===== config.mk =====
export PLATFORM = sky130hd
export DESIGN_NAME = tmr8_core
export DESIGN_NICKNAME = d
export VERILOG_FILES = /design/src/logic/tmr8_pkg.sv /design/src/logic/tmr8_core.sv /design/src/logic/tmr8_tick_gen.sv
export SDC_FILE = /design/constraint.sdc
export NUM_CORES = 1
export LEC_CHECK = 0
export BUFFER_PORTS_ARGS = -buffer_cell sky130_fd_sc_hd__buf_4
export CORE_MARGIN = 8
export CORE_UTILIZATION = 58
export DETAILED_ROUTE_END_ITERATION = 8
export GPL_TIMING_DRIVEN = 0
export PLACE_DENSITY = 0.86
export REMOVE_ABC_BUFFERS = 1
export SETUP_SLACK_MARGIN = 0.05
export SYNTH_ARGS = -nofsm -noshare
export SYNTH_HDL_FRONTEND = slang
export SYNTH_SLANG_ARGS = --single-unit

===== constraint.sdc =====
create_clock -name core_clk -period 8.56 [get_ports core_clk]
set_input_delay 1.284 -clock core_clk [delete_from_list [all_inputs] [get_ports core_clk]]
set_output_delay 1.284 -clock core_clk [all_outputs]
set_load 0.05 [all_outputs]

===== src/logic/tmr8_pkg.sv =====
// Constants shared by the 8-bit timer core and its tick generator.
// Assumes a single 10 MHz core clock and plain port access to all settings.
package tmr8_pkg;

	// ------------------------------------------------------------
	// Widths and fixed values
	// ------------------------------------------------------------
	localparam int TMR8_WIDTH = 8; // Counter and compare width
	localparam logic [7:0] TMR8_MAX = 8'hff; // Fixed top value
	localparam logic [7:0] TMR8_BOTTOM = 8'h00; // Bottom value
	localparam logic [7:0] TMR8_CNT_RESET = 8'h00; // Counter after reset
	localparam logic [7:0] TMR8_CMP_RESET = 8'h00; // Compare values after reset

	// ------------------------------------------------------------
	// Clock select codes
	// ------------------------------------------------------------
	localparam logic [2:0] TMR8_CS_STOP = 3'h0; // No source, timer stopped
	localparam logic [2:0] TMR8_CS_DIV1 = 3'h1; // System clock
	localparam logic [2:0] TMR8_CS_DIV8 = 3'h2; // Prescaler tap /8
	localparam logic [2:0] TMR8_CS_DIV64 = 3'h3; // Prescaler tap /64
	localparam logic [2:0] TMR8_CS_DIV256 = 3'h4; // Prescaler tap /256
	localparam logic [2:0] TMR8_CS_DIV1024 = 3'h5; // Prescaler tap /1024
	localparam logic [2:0] TMR8_CS_EXT_FALL = 3'h6; // External falling edge
	localparam logic [2:0] TMR8_CS_EXT_RISE = 3'h7; // External rising edge
	localparam int TMR8_PRESCALE_W = 10; // Prescaler counter width

	// ------------------------------------------------------------
	// Waveform modes
	// ------------------------------------------------------------
	localparam logic [2:0] TMR8_WM_NORMAL = 3'h0; // Count up, wrap
	localparam logic [2:0] TMR8_WM_PC_MAX = 3'h1; // Phase correct, top fixed
	localparam logic [2:0] TMR8_WM_CTC = 3'h2; // Clear on match A
	localparam logic [2:0] TMR8_WM_FAST_MAX = 3'h3; // Fast PWM, top fixed
	localparam logic [2:0] TMR8_WM_PC_CMP = 3'h5; // Phase correct, top compare A
	localparam logic [2:0] TMR8_WM_FAST_CMP = 3'h7; // Fast PWM, top compare A

	// ------------------------------------------------------------
	// Output action codes
	// ------------------------------------------------------------
	localparam logic [1:0] TMR8_OA_NONE = 2'h0; // No action
	localparam logic [1:0] TMR8_OA_TOGGLE = 2'h1; // Toggle on match
	localparam logic [1:0] TMR8_OA_CLEAR = 2'h2; // Clear / non-inverted
	localparam logic [1:0] TMR8_OA_SET = 2'h3; // Set / inverted

endpackage : tmr8_pkg


===== src/logic/tmr8_core.sv =====
// 8-bit timer core: counter, two compare units, force compare, pin override.
// Assumes settings arrive as plain ports and the pin is synchronous.
// What this block does
// - Clock select zero stops counting; CPU counter writes still land.
// - CPU counter write beats any hardware update.
// - Each tick clears, increments or decrements counter.
// - Three-bit waveform mode from control A/B.
// - Compare equality sets flag on next tick.
// - Flag raises request; clears on ack or write-one.
// - PWM modes double-buffer compares, update at top.
// - CPU compare writes go to buffer when buffering.
// - Force match updates output only, non-PWM.
// - Counter write blocks matches on next tick.
// - Wave outputs survive waveform mode changes.
// - Output action unbuffered, governs next match.
// - Reset clears wave output states.
// - Nonzero action overrides pin; direction still rules.
// - Output action zero leaves wave output alone.
// - Action: set/clear/toggle, or in PWM modes polarity or toggle on match.
// - Normal mode increments, wraps 0xFF to 0x00.
// - Normal mode overflow flag set when counter hits zero.
// - Overflow flag cleared by ack; follows mode.
// - Counter gives count, direction, clear, top, bottom.
// - Select 1 system clock; 2..5 prescaler taps.
// - Select 7 rising, 6 falling external edges.
// - Top fixed 0xFF or compare A by mode.
`timescale 1ns/100ps
`default_nettype none

module tmr8_core
	import tmr8_pkg::*;
#(
	parameter int WIDTH = TMR8_WIDTH
)
(
	input wire logic core_clk,
	input wire logic reset_n,
	input wire logic [2:0] clock_select,
	input wire logic [1:0] waveform_mode_low,
	input wire logic waveform_mode_bit2,
	input wire logic external_count_pin,
	input wire logic counter_write,
	input wire logic [WIDTH-1:0] counter_write_data,
	output logic [WIDTH-1:0] counter_value,
	input wire logic compare_a_write,
	input wire logic compare_b_write,
	input wire logic [WIDTH-1:0] compare_write_data,
	output logic [WIDTH-1:0] compare_a_value,
	output logic [WIDTH-1:0] compare_b_value,
	input wire logic [1:0] output_action_a,
	input wire logic [1:0] output_action_b,
	input wire logic force_match_a,
	input wire logic force_match_b,
	input wire logic [2:0] flag_clear,
	input wire logic [2:0] interrupt_ack,
	input wire logic [2:0] interrupt_enable,
	output logic overflow_flag,
	output logic compare_a_flag,
	output logic compare_b_flag,
	output logic [2:0] interrupt_request,
	input wire logic pin_direction_a,
	input wire logic pin_direction_b,
	input wire logic port_value_a,
	input wire logic port_value_b,
	output logic pin_out_a,
	output logic pin_out_b,
	output logic pin_oe_a,
	output logic pin_oe_b,
	output logic wave_output_a,
	output logic wave_output_b
);

	// ------------------------------------------------------------
	// Declarations
	// ------------------------------------------------------------
	typedef enum logic {TMR8_UP = 1'b0, TMR8_DOWN = 1'b1} tmr8_dir_e; // Count direction
	logic [2:0] waveform_mode; // Combined mode
	logic timer_tick; // One-cycle count enable
	tmr8_dir_e direction; // Current direction
	logic [WIDTH-1:0] top_value; // Highest count
	logic at_top; // Counter equals top
	logic at_bottom; // Counter equals zero
	logic at_max; // Counter equals max
	logic pwm_mode; // Any PWM mode
	logic phase_mode; // Dual slope
	logic fast_mode; // Single slope
	logic [WIDTH-1:0] next_counter; // Counter after this tick
	logic count_clear; // Clear on this tick
	logic write_block; // Matches blocked one tick
	logic [WIDTH-1:0] buffer_a; // Compare A buffer
	logic [WIDTH-1:0] buffer_b; // Compare B buffer
	logic buffer_load; // Transfer buffers now
	logic match_a; // Raw compare A equality
	logic match_b; // Raw compare B equality
	logic event_a; // Real match at tick
	logic event_b; // Real match at tick
	logic set_ovf; // Overflow event
	assign waveform_mode = {waveform_mode_bit2, waveform_mode_low};
	assign pwm_mode = (waveform_mode_low != 2'h0) && (waveform_mode_low != 2'h2);
	assign phase_mode = (waveform_mode_low == 2'h1);
	assign fast_mode = (waveform_mode_low == 2'h3);

	// ------------------------------------------------------------
	// Tick source
	// ------------------------------------------------------------
	tmr8_tick_gen u_tick (
		.core_clk(core_clk),
		.reset_n(reset_n),
		.clock_select(clock_select),
		.external_count_pin(external_count_pin),
		.timer_tick(timer_tick)
	);

	// ------------------------------------------------------------
	// Counter unit
	// ------------------------------------------------------------
	// Top from mode: compare A when bit 2 set or CLEAR_ON_MATCH_MODE, else fixed
	assign top_value = (waveform_mode_bit2 || waveform_mode == TMR8_WM_CTC) ?
		compare_a_value : TMR8_MAX;
	assign at_top = (counter_value == top_value);
	assign at_bottom = (counter_value == TMR8_BOTTOM);
	assign at_max = (counter_value == TMR8_MAX);
	// Normal mode never clears; CLEAR_ON_MATCH_MODE and fast clear after top
	assign count_clear = (waveform_mode == TMR8_WM_CTC || fast_mode) && at_top;

	// Next count for a tick
	always_comb begin
		if (count_clear) begin
			next_counter = TMR8_BOTTOM;
		end else if (phase_mode && (direction == TMR8_DOWN || at_top) && !at_bottom) begin
			next_counter = counter_value - 1'b1;
		end else begin
			next_counter = counter_value + 1'b1;
		end
	end

	// Counter; CPU write has priority over any tick
	always_ff @(posedge core_clk) begin
		if (!reset_n) begin
			counter_value <= TMR8_CNT_RESET;
		end else if (counter_write) begin
			counter_value <= counter_write_data;
		end else if (timer_tick) begin
			counter_value <= next_counter;
		end
	end

	// Direction only turns in dual slope mode
	always_ff @(posedge core_clk) begin
		if (!reset_n) begin
			direction <= TMR8_UP;
		end else if (!phase_mode) begin
			direction <= TMR8_UP;
		end else if (timer_tick && !counter_write) begin
			if (at_top) begin
				direction <= TMR8_DOWN;
			end else if (at_bottom) begin
				direction <= TMR8_UP;
			end
		end
	end

	// Block matches from a counter write until the next tick passes
	always_ff @(posedge core_clk) begin
		if (!reset_n) begin
			write_block <= 1'b0;
		end else if (counter_write) begin
			write_block <= 1'b1;
		end else if (timer_tick) begin
			write_block <= 1'b0;
		end
	end

	// ------------------------------------------------------------
	// Compare registers with optional buffering
	// ------------------------------------------------------------
	// Buffers load at top (fast) or top (dual slope) of the sequence
	assign buffer_load = timer_tick && !counter_write && at_top && pwm_mode;

	// CPU write target depends on buffering
	always_ff @(posedge core_clk) begin
		if (!reset_n) begin
			buffer_a <= TMR8_CMP_RESET;
			buffer_b <= TMR8_CMP_RESET;
			compare_a_value <= TMR8_CMP_RESET;
			compare_b_value <= TMR8_CMP_RESET;
		end else begin
			if (compare_a_write) begin
				buffer_a <= compare_write_data;
			end
			if (compare_b_write) begin
				buffer_b <= compare_write_data;
			end
			if (!pwm_mode) begin // Buffering bypassed: write lands directly
				if (compare_a_write) begin
					compare_a_value <= compare_write_data;
				end
				if (compare_b_write) begin
					compare_b_value <= compare_write_data;
				end
			end else if (buffer_load) begin
				compare_a_value <= compare_a_write ? compare_write_data : buffer_a;
				compare_b_value <= compare_b_write ? compare_write_data : buffer_b;
			end
		end
	end

	// ------------------------------------------------------------
	// Match events and flags
	// ------------------------------------------------------------
	assign match_a = (counter_value == compare_a_value);
	assign match_b = (counter_value == compare_b_value);
	assign event_a = timer_tick && match_a && !write_block && !counter_write;
	assign event_b = timer_tick && match_b && !write_block && !counter_write;
	// Overflow: normal/CLEAR_ON_MATCH_MODE at max->0, fast at top, phase at bottom
	assign set_ovf = timer_tick && !counter_write && ((!pwm_mode && at_max) ||
		(fast_mode && at_top) || (phase_mode && at_bottom && direction == TMR8_DOWN));

	// Sticky flags; a set beats a simultaneous clear
	always_ff @(posedge core_clk) begin
		if (!reset_n) begin
			overflow_flag <= 1'b0;
			compare_a_flag <= 1'b0;
			compare_b_flag <= 1'b0;
		end else begin
			overflow_flag <= set_ovf | (overflow_flag & ~flag_clear[0] & ~interrupt_ack[0]);
			compare_a_flag <= event_a | (compare_a_flag & ~flag_clear[1] & ~interrupt_ack[1]);
			compare_b_flag <= event_b | (compare_b_flag & ~flag_clear[2] & ~interrupt_ack[2]);
		end
	end

	assign interrupt_request = {compare_b_flag, compare_a_flag, overflow_flag} &
		interrupt_enable;

	// ------------------------------------------------------------
	// Waveform outputs
	// ------------------------------------------------------------
	// Next wave state per unit; mode change keeps the register as is
	function automatic logic tmr8_wave(input logic cur, input logic [1:0] act,
		input logic pwm, input logic fast, input logic ev, input logic frc,
		input logic bot, input tmr8_dir_e dir, input logic tick);
		logic nxt;
		nxt = cur;
		if (act == TMR8_OA_NONE) begin
			nxt = cur;
		end else if (!pwm) begin
			if (ev || frc) begin
				unique case (act)
					TMR8_OA_TOGGLE: nxt = ~cur;
					TMR8_OA_CLEAR: nxt = 1'b0;
					TMR8_OA_SET: nxt = 1'b1;
					default: nxt = cur;
				endcase
			end
		end else if (act == TMR8_OA_TOGGLE) begin
			nxt = ev ? ~cur : cur;
		end else if (fast) begin
			if (ev) begin
				nxt = (act == TMR8_OA_SET);
			end else if (tick && bot) begin
				nxt = (act == TMR8_OA_CLEAR);
			end
		end else if (ev) begin
			nxt = (act == TMR8_OA_SET) ^ (dir == TMR8_DOWN);
		end
		return nxt;
	endfunction : tmr8_wave

	// Wave state registers, zero after reset
	always_ff @(posedge core_clk) begin
		if (!reset_n) begin
			wave_output_a <= 1'b0;
			wave_output_b <= 1'b0;
		end else begin // Action read live so a new setting rules the next match
			wave_output_a <= tmr8_wave(wave_output_a, output_action_a, pwm_mode, fast_mode,
				event_a, force_match_a & ~pwm_mode, next_counter == TMR8_BOTTOM,
				direction, timer_tick);
			wave_output_b <= tmr8_wave(wave_output_b, output_action_b, pwm_mode, fast_mode,
				event_b, force_match_b & ~pwm_mode, next_counter == TMR8_BOTTOM,
				direction, timer_tick);
		end
	end

	// Pin override regardless of mode; direction still from port
	assign pin_out_a = (output_action_a != TMR8_OA_NONE) ? wave_output_a : port_value_a;
	assign pin_out_b = (output_action_b != TMR8_OA_NONE) ? wave_output_b : port_value_b;
	assign pin_oe_a = pin_direction_a;
	assign pin_oe_b = pin_direction_b;
endmodule : tmr8_core

`default_nettype wire


===== src/logic/tmr8_tick_gen.sv =====
// Timer tick generator: free running prescaler and external pin edge detect.
// Assumes the external count pin is already synchronous to core_clk.
`timescale 1ns/100ps
`default_nettype none

module tmr8_tick_gen
	import tmr8_pkg::*;
(
	input wire logic core_clk,
	input wire logic reset_n,
	input wire logic [2:0] clock_select,
	input wire logic external_count_pin,
	output logic timer_tick
);

	// ------------------------------------------------------------
	// Prescaler and pin history
	// ------------------------------------------------------------
	logic [TMR8_PRESCALE_W-1:0] prescale; // Free running divider
	logic pin_last; // Pin one cycle ago

	// Prescaler never stops, so first tick lands 1..N cycles after enable
	always_ff @(posedge core_clk) begin
		if (!reset_n) begin
			prescale <= '0;
		end else begin
			prescale <= prescale + 1'b1;
		end
	end

	// Pin history for edge detection
	always_ff @(posedge core_clk) begin
		if (!reset_n) begin
			pin_last <= 1'b0;
		end else begin
			pin_last <= external_count_pin;
		end
	end

	// Tick select; zero gives nothing at all
	always_comb begin
		unique case (clock_select)
			TMR8_CS_STOP: timer_tick = 1'b0;
			TMR8_CS_DIV1: timer_tick = 1'b1;
			TMR8_CS_DIV8: timer_tick = &prescale[2:0];
			TMR8_CS_DIV64: timer_tick = &prescale[5:0];
			TMR8_CS_DIV256: timer_tick = &prescale[7:0];
			TMR8_CS_DIV1024: timer_tick = &prescale[9:0];
			TMR8_CS_EXT_FALL: timer_tick = pin_last & ~external_count_pin;
			TMR8_CS_EXT_RISE: timer_tick = ~pin_last & external_count_pin;
		endcase
	end
endmodule : tmr8_tick_gen

`default_nettype wire


# Word level (Yosys, flattened, before mapping)
# Cells that the tools add are included.
# classes
add_sub_neg	3
n_eq_ne	28
n_mux	38
bitwise	29
reduce_logical	56
# op_table
cell	count
$mux W8	13
$eq A8 B8 Y1	3
$mux W1	22
$logic_and A1 B1 Y1	19
$reduce_and A6 Y1	3
$reduce_bool A2 Y1	9
$logic_not A8 Y1	2
$not A1 Y1	13
$eq A3 B3 Y1 const B	4
$ne A3 B1 Y1 const B	4
$add A10 B1 Y10 const B	1
$and A1 B1 Y1	10
$eq A2 B2 Y1 const B	5
$reduce_and A10 Y1	1
$eq A3 B2 Y1 const B	3
$add A8 B1 Y8 const B	1
$eq A8 B8 Y1 const B	1
$pmux W1 S8	1
$reduce_and A2 Y1	4
$reduce_and A8 Y1	1
$reduce_bool A4 Y1	2
$sub A8 B1 Y8 const B	1
$logic_or A1 B1 Y1	7
$eq A2 B1 Y1 const B	3
12 further kinds	21
# word_totals
regBits	58
in_bits	47
wordCells	168

# Logic depth before layout (Yosys ltp)
# logic_depth
depth_word	16
ltp_mapped	13

# By module
# From an unflattened synthesis, not the netlist that was laid out.
# unflattened
hier_cells	399
hier_area_um2	3485.8
# modules_own_cells
mod	instances	cells_per_inst	area_each_um2
tmr8_core	1	343	2984.1
tmr8_tick_gen	1	56	501.7

# Worst setup path before layout
# OpenSTA, ideal clock, no wires.
# synth_timing
path_kind	in2reg
from	input port waveform_mode_low[0]
to	register wave_output_a
setup_time_ns	0.120
arrival_time_ns	4.501
t_required_ns	8.440
setup_slack_ns	3.940
path_stages	13
path_cell_list	inv_2 -> a21o_1 -> o211ai_2 -> a221oi_2 -> ha_1 -> a211oi_2 -> nor2_1 -> xor2_1 -> or4_1 -> or4_4 -> a2111oi_4 -> nor2_1 -> mux2i_1
# synth_via
elab_chain_len	13
elab_cells_between_ends	30
cone_classes	8 x eq/ne; 6 x mux; 2 x bitwise; 14 x reduce/logical
# synth_lines
item	line	rtl
start, declared	tmr8_core.sv:39	input wire logic [1:0] waveform_mode_low,
$eq A3 B2 Y1	tmr8_core.sv:118, tmr8_core.sv:124	
$logic_or A1 B1 Y1	tmr8_core.sv:118	assign top_value = (waveform_mode_bit2 || waveform_mode == TMR8_WM_CTC) ?
$mux W8	tmr8_core.sv:118	
$eq A8 B8 Y1	tmr8_core.sv:120	assign at_top = (counter_value == top_value);
$logic_or A1 B1 Y1	tmr8_core.sv:130	end else if (phase_mode && (direction == TMR8_DOWN || at_top) && !at_bottom) begin
$logic_and A1 B1 Y1 (2 in a row)	tmr8_core.sv:130	
$mux W8	tmr8_core.sv:130	
$mux W8	tmr8_core.sv:128	if (count_clear) begin
$logic_not A8 Y1	tmr8_core.sv:276	event_a, force_match_a & ~pwm_mode, next_counter == TMR8_BOTTOM,
$logic_and A1 B1 Y1	tmr8_core.sv:260	end else if (tick && bot) begin
$ne A3 B1 Y1 (no source line)	n/a	
$reduce_and A6 Y1 (no source line)	n/a	
end signal, assigned	tmr8_core.sv:275	wave_output_a <= tmr8_wave(wave_output_a, output_action_a, pwm_mode, fast_mode,
end, declared	tmr8_core.sv:69	output logic wave_output_a,
# Parallel ways exist; a longest one is shown, timed or not.
# A chain may end at the register's enable or synchronous reset.

# Final worst setup path
# Same ends and word-level chain as after synthesis.

==> impl_metrics.csv <==
group,metric,value,unit
yosys,syn-cell-area,3490,um2
job,cap_violations,0,
yosys,yosysMostFrequentCell,"dfxtp_1",
yosys,synth_ff_type,"dfxtp_1",
pwr,irDropWorstVdd,124,uV
die,io_pins,83,
sta,holdWs,0.468,ns
detailed_routing,drc,0,
die,core-area,5890,um2
die,fp.dieH,93.6,um
global_route,grt_max_degree,61,
setup_path,critical_path_class,"in -> reg",
sta,worstMarginPinSlew,1.05,ns
pwr,p_clk_share,34.2,%
detailed_routing,m1WireLength,3.86,mm
yosys,yosysTopAreaCell,"dfxtp_1",
yosys,synth_area_leaders,"dfxtp_1 (33%), mux2i_1 (10%), o211a_1 (5.4%), nor2b_1 (4.8%), nand2_1 (3.3%)",
sta,max_freq,200,MHz
pwr,p_per_area,172,nW/um2
detailed_routing,ant_nets,0,
global_route,grt_pass1_wl,14.7,mm
yosys,ys_warn_count,0,
status,status,"complete, no violations",
detailed_routing,first_iter_violations,169,
yosys,synth_edf_count,0,
pwr,leakagePower,2.06,nW
detailed_routing,vias_per_cell,5.84,
layout,drive_gt1_share,23.7,%
sta,finalSetupViolCount,0,
setup_path,start_kind,"input port",
global_route,antenna_found_initial,0,
global_route,grt_pass1_vias,3087,
clock_tree,cts-root-buf,"clkbuf_8",
pwr,power_frac_comb,24.0,%
layout,n_antenna_cell,0,
yosys,synthTopCellsByCount,"dfxtp_1 (58), mux2i_1 (35), nand2_1 (31), nor2b_1 (27), nor2_1 (25)",
sta,slew_violations,0,
yosys,syn_inst,382,
detailed_routing,drt_first_pass_iters,4,
pwr,power_switching,0.000228,W
layout,nFillCells,455,
sta,tns,0,ns
yosys,synth.distinct_cells,54,
die,die_area,8750,um2
global_route,gr-total-overflow,0,
yosys,syn_avg_cell_area,9.14,um2
detailed_routing,dr_wl_met3,644,um
clock_tree,cts_buffers,9,
clock_tree,ctsHoldBuffers,0,
sta,finalClockSkew,0.00803,ns
sta,final_hold_viol_count,0,
sta,period_share,58.5,%
layout,area_growth_syn_to_layout,21.9,%
setup_path,end_kind,"flop",
clock_tree,clkSlewWorstSetupHoldPaths,0.06,ns
pwr,intPower,0.000502,W
clock_tree,cts_tree,"built",
clock_tree,ctsResizeCount,0,
setup_path,cp_common_cell,"nor2_1",
die,fp.dieW,93.6,um
pwr,seqPwrFrac,41.8,%
hold_path,hold_path_class,"reg -> reg",
layout,seq_area,1160,um2
yosys,synth_top_area_share,33.3,%
setup_path,path_cells,"buf_4 > inv_2 > a21o_1 > o211ai_2 > a221oi_2 > ha_1 > a211oi_2 > nor2_1 > xor2_1 > or4_1 > or4_4 > a2111oi_4 > nor2_1 > mux2i_1",
yosys,synth-seq-cells,58,
setup_path,slowest_stage,"a221oi_2",
sta,grt_setup_unrepaired,"false",
yosys,async_flop_share,0,%
clock_tree,clockBufferDepth,2,
clock_tree,clk_latency,0.34,ns
die,start_util,59.3,%
clock_tree,clkSinkCount,58,
die,rows,28,
placement,portBuffers,78,
clock_tree,postCtsSetupRepairBufs,0,
layout,final_core_util,72.3,%
detailed_routing,top_layer,"met4",
detailed_routing,routed-wl-met2,4.19,mm
setup_path,cp_data_arrival_time,5.24,ns
layout,fin_nets,508,
pwr,p_sw_share,31.2,%
layout,multi_input_area,2180,um2
global_route,grt.total_usage,20.8,%
detailed_routing,num_vias,3094,
yosys,yosysSeqAreaShare,33.3,%
detailed_routing,wire_per_inst,16.9,um
clock_tree,h-tree-depth,3,
sta,relSlewSlack,29.6,%
placement,gp_congestion,0.891,
detailed_routing,drt_wl_total,8.96,mm
pwr,p_total,0.000730,W
setup_path,worstPathMaxFanout,14,
sta,finalCriticalPeriod,5.01,ns
placement,dp_hpwl,6.40,mm
setup_path,required,8.79,ns
setup_path,cpPeakStageDelay,0.67,ns
## critical path, delay by kind of cell
| kind | cells | cell delay [ns] |
|---|---|---|
| AO/OA/AOI/OAI | 5 | 1.67 |
| multiplexers | 1 | 0.13 |
| AND/OR/NAND/NOR | 4 | 1.22 |
| adder cells (fa/ha/maj) | 1 | 0.42 |
| buffers and inverters | 2 | 0.34 |
| XOR/XNOR | 1 | 0.16 |
## power by group through the flow
stage	clock network, W	logic [W]	registers (W)
finish	0.000250	0.000175	0.000305
global route	0.000266	0.000189	0.000307
CTS	0.000254	0.000175	0.000305
detailed placement	0	0.000173	0.000311
global placement	0	0.000170	0.000310
floorplan	0	0.0000817	0.000338
## path summary, 6_finish.rpt
path,from,to,slack (ns),depth (start not counted)
worst max register to register,counter_value[0],wave_output_a,3.83,13
worst max-delay path,waveform_mode_low[0],wave_output_a,3.55,14
worst min register to register,u_tick.prescale[0],u_tick.prescale[0],0.47,1
worst min-delay path,u_tick.prescale[0],u_tick.prescale[0],0.47,1
## kinds of logic (layout without fill, tap and decap cells)
logic type      after synthesis  after routing  synth area share, %
xor+xnor                     24             24                 6.02
flops                        58             58                 33.3
mux                          37             37                 10.7
buf+inv                      30            103                 4.27
compound gates               82             82                 20.9
fa+ha+maj                     9              9                 3.44
simple gates                142            142                 21.4
## registers in the layout, summed over array words and instances (netlist names)
signal and flops:
wave_output_b 1, compare_a_flag 1, buffer_b 8, overflow_flag 1
direction 1, write_block 1, wave_output_a 1, u_tick.pin_last 1
compare_b_value 8, counter_value 8, buffer_a 8, compare_a_value 8
compare_b_flag 1, u_tick.prescale 10
## through the flow
stage / area, um2 / setup slack (ns) / cells
floorplan: 3380 / 3.94 / 363
global placement: 4060 / 3.38 / 516
detailed placement: 4060 / 3.33 / 516
CTS: 4250 / 3.62 / 530
global route: 4250 / 3.41 / 530
finish: 4250 / 3.55 / 530
## per-layer routing
layer  vias up  track usage [%]
met5         -                0
met4         0             12.3
met3        27             6.25
met2       117             32.8
met1      1434             24.5
li1       1516                -
## final cells by class
class	instances	area share [%]
Inverter	11	0.971
Clock inverter	3	0.941
Tap cell	75	2.21
Clock buffer	11	3.56
Timing Repair Buffer	78	13.8
Multi-Input combinational cell	294	51.3
Sequential cell	58	27.3
## placed cells by master (no fill, tap or decap), types with 3 or more instances in the layout
master,n
nor2_1,25
xor2_1,13
and2_1,16
nand3_1,8
nor2b_1,27
a221o_1,3
nor4_1,6
inv_1,10
o21ai_0,12
a21oi_1,8
ha_1,8
a221oi_1,4
dfxtp_1,58
nand2b_1,8
nand2_1,31
nor3_1,3
buf_4,78
xnor2_1,11
and3_1,5
a31oi_1,4
mux2i_1,35
nand4_1,6
clkbuf_8,11
a21o_1,3
o211a_1,19
No activity file was read; power rests on OpenSTA's default activity.
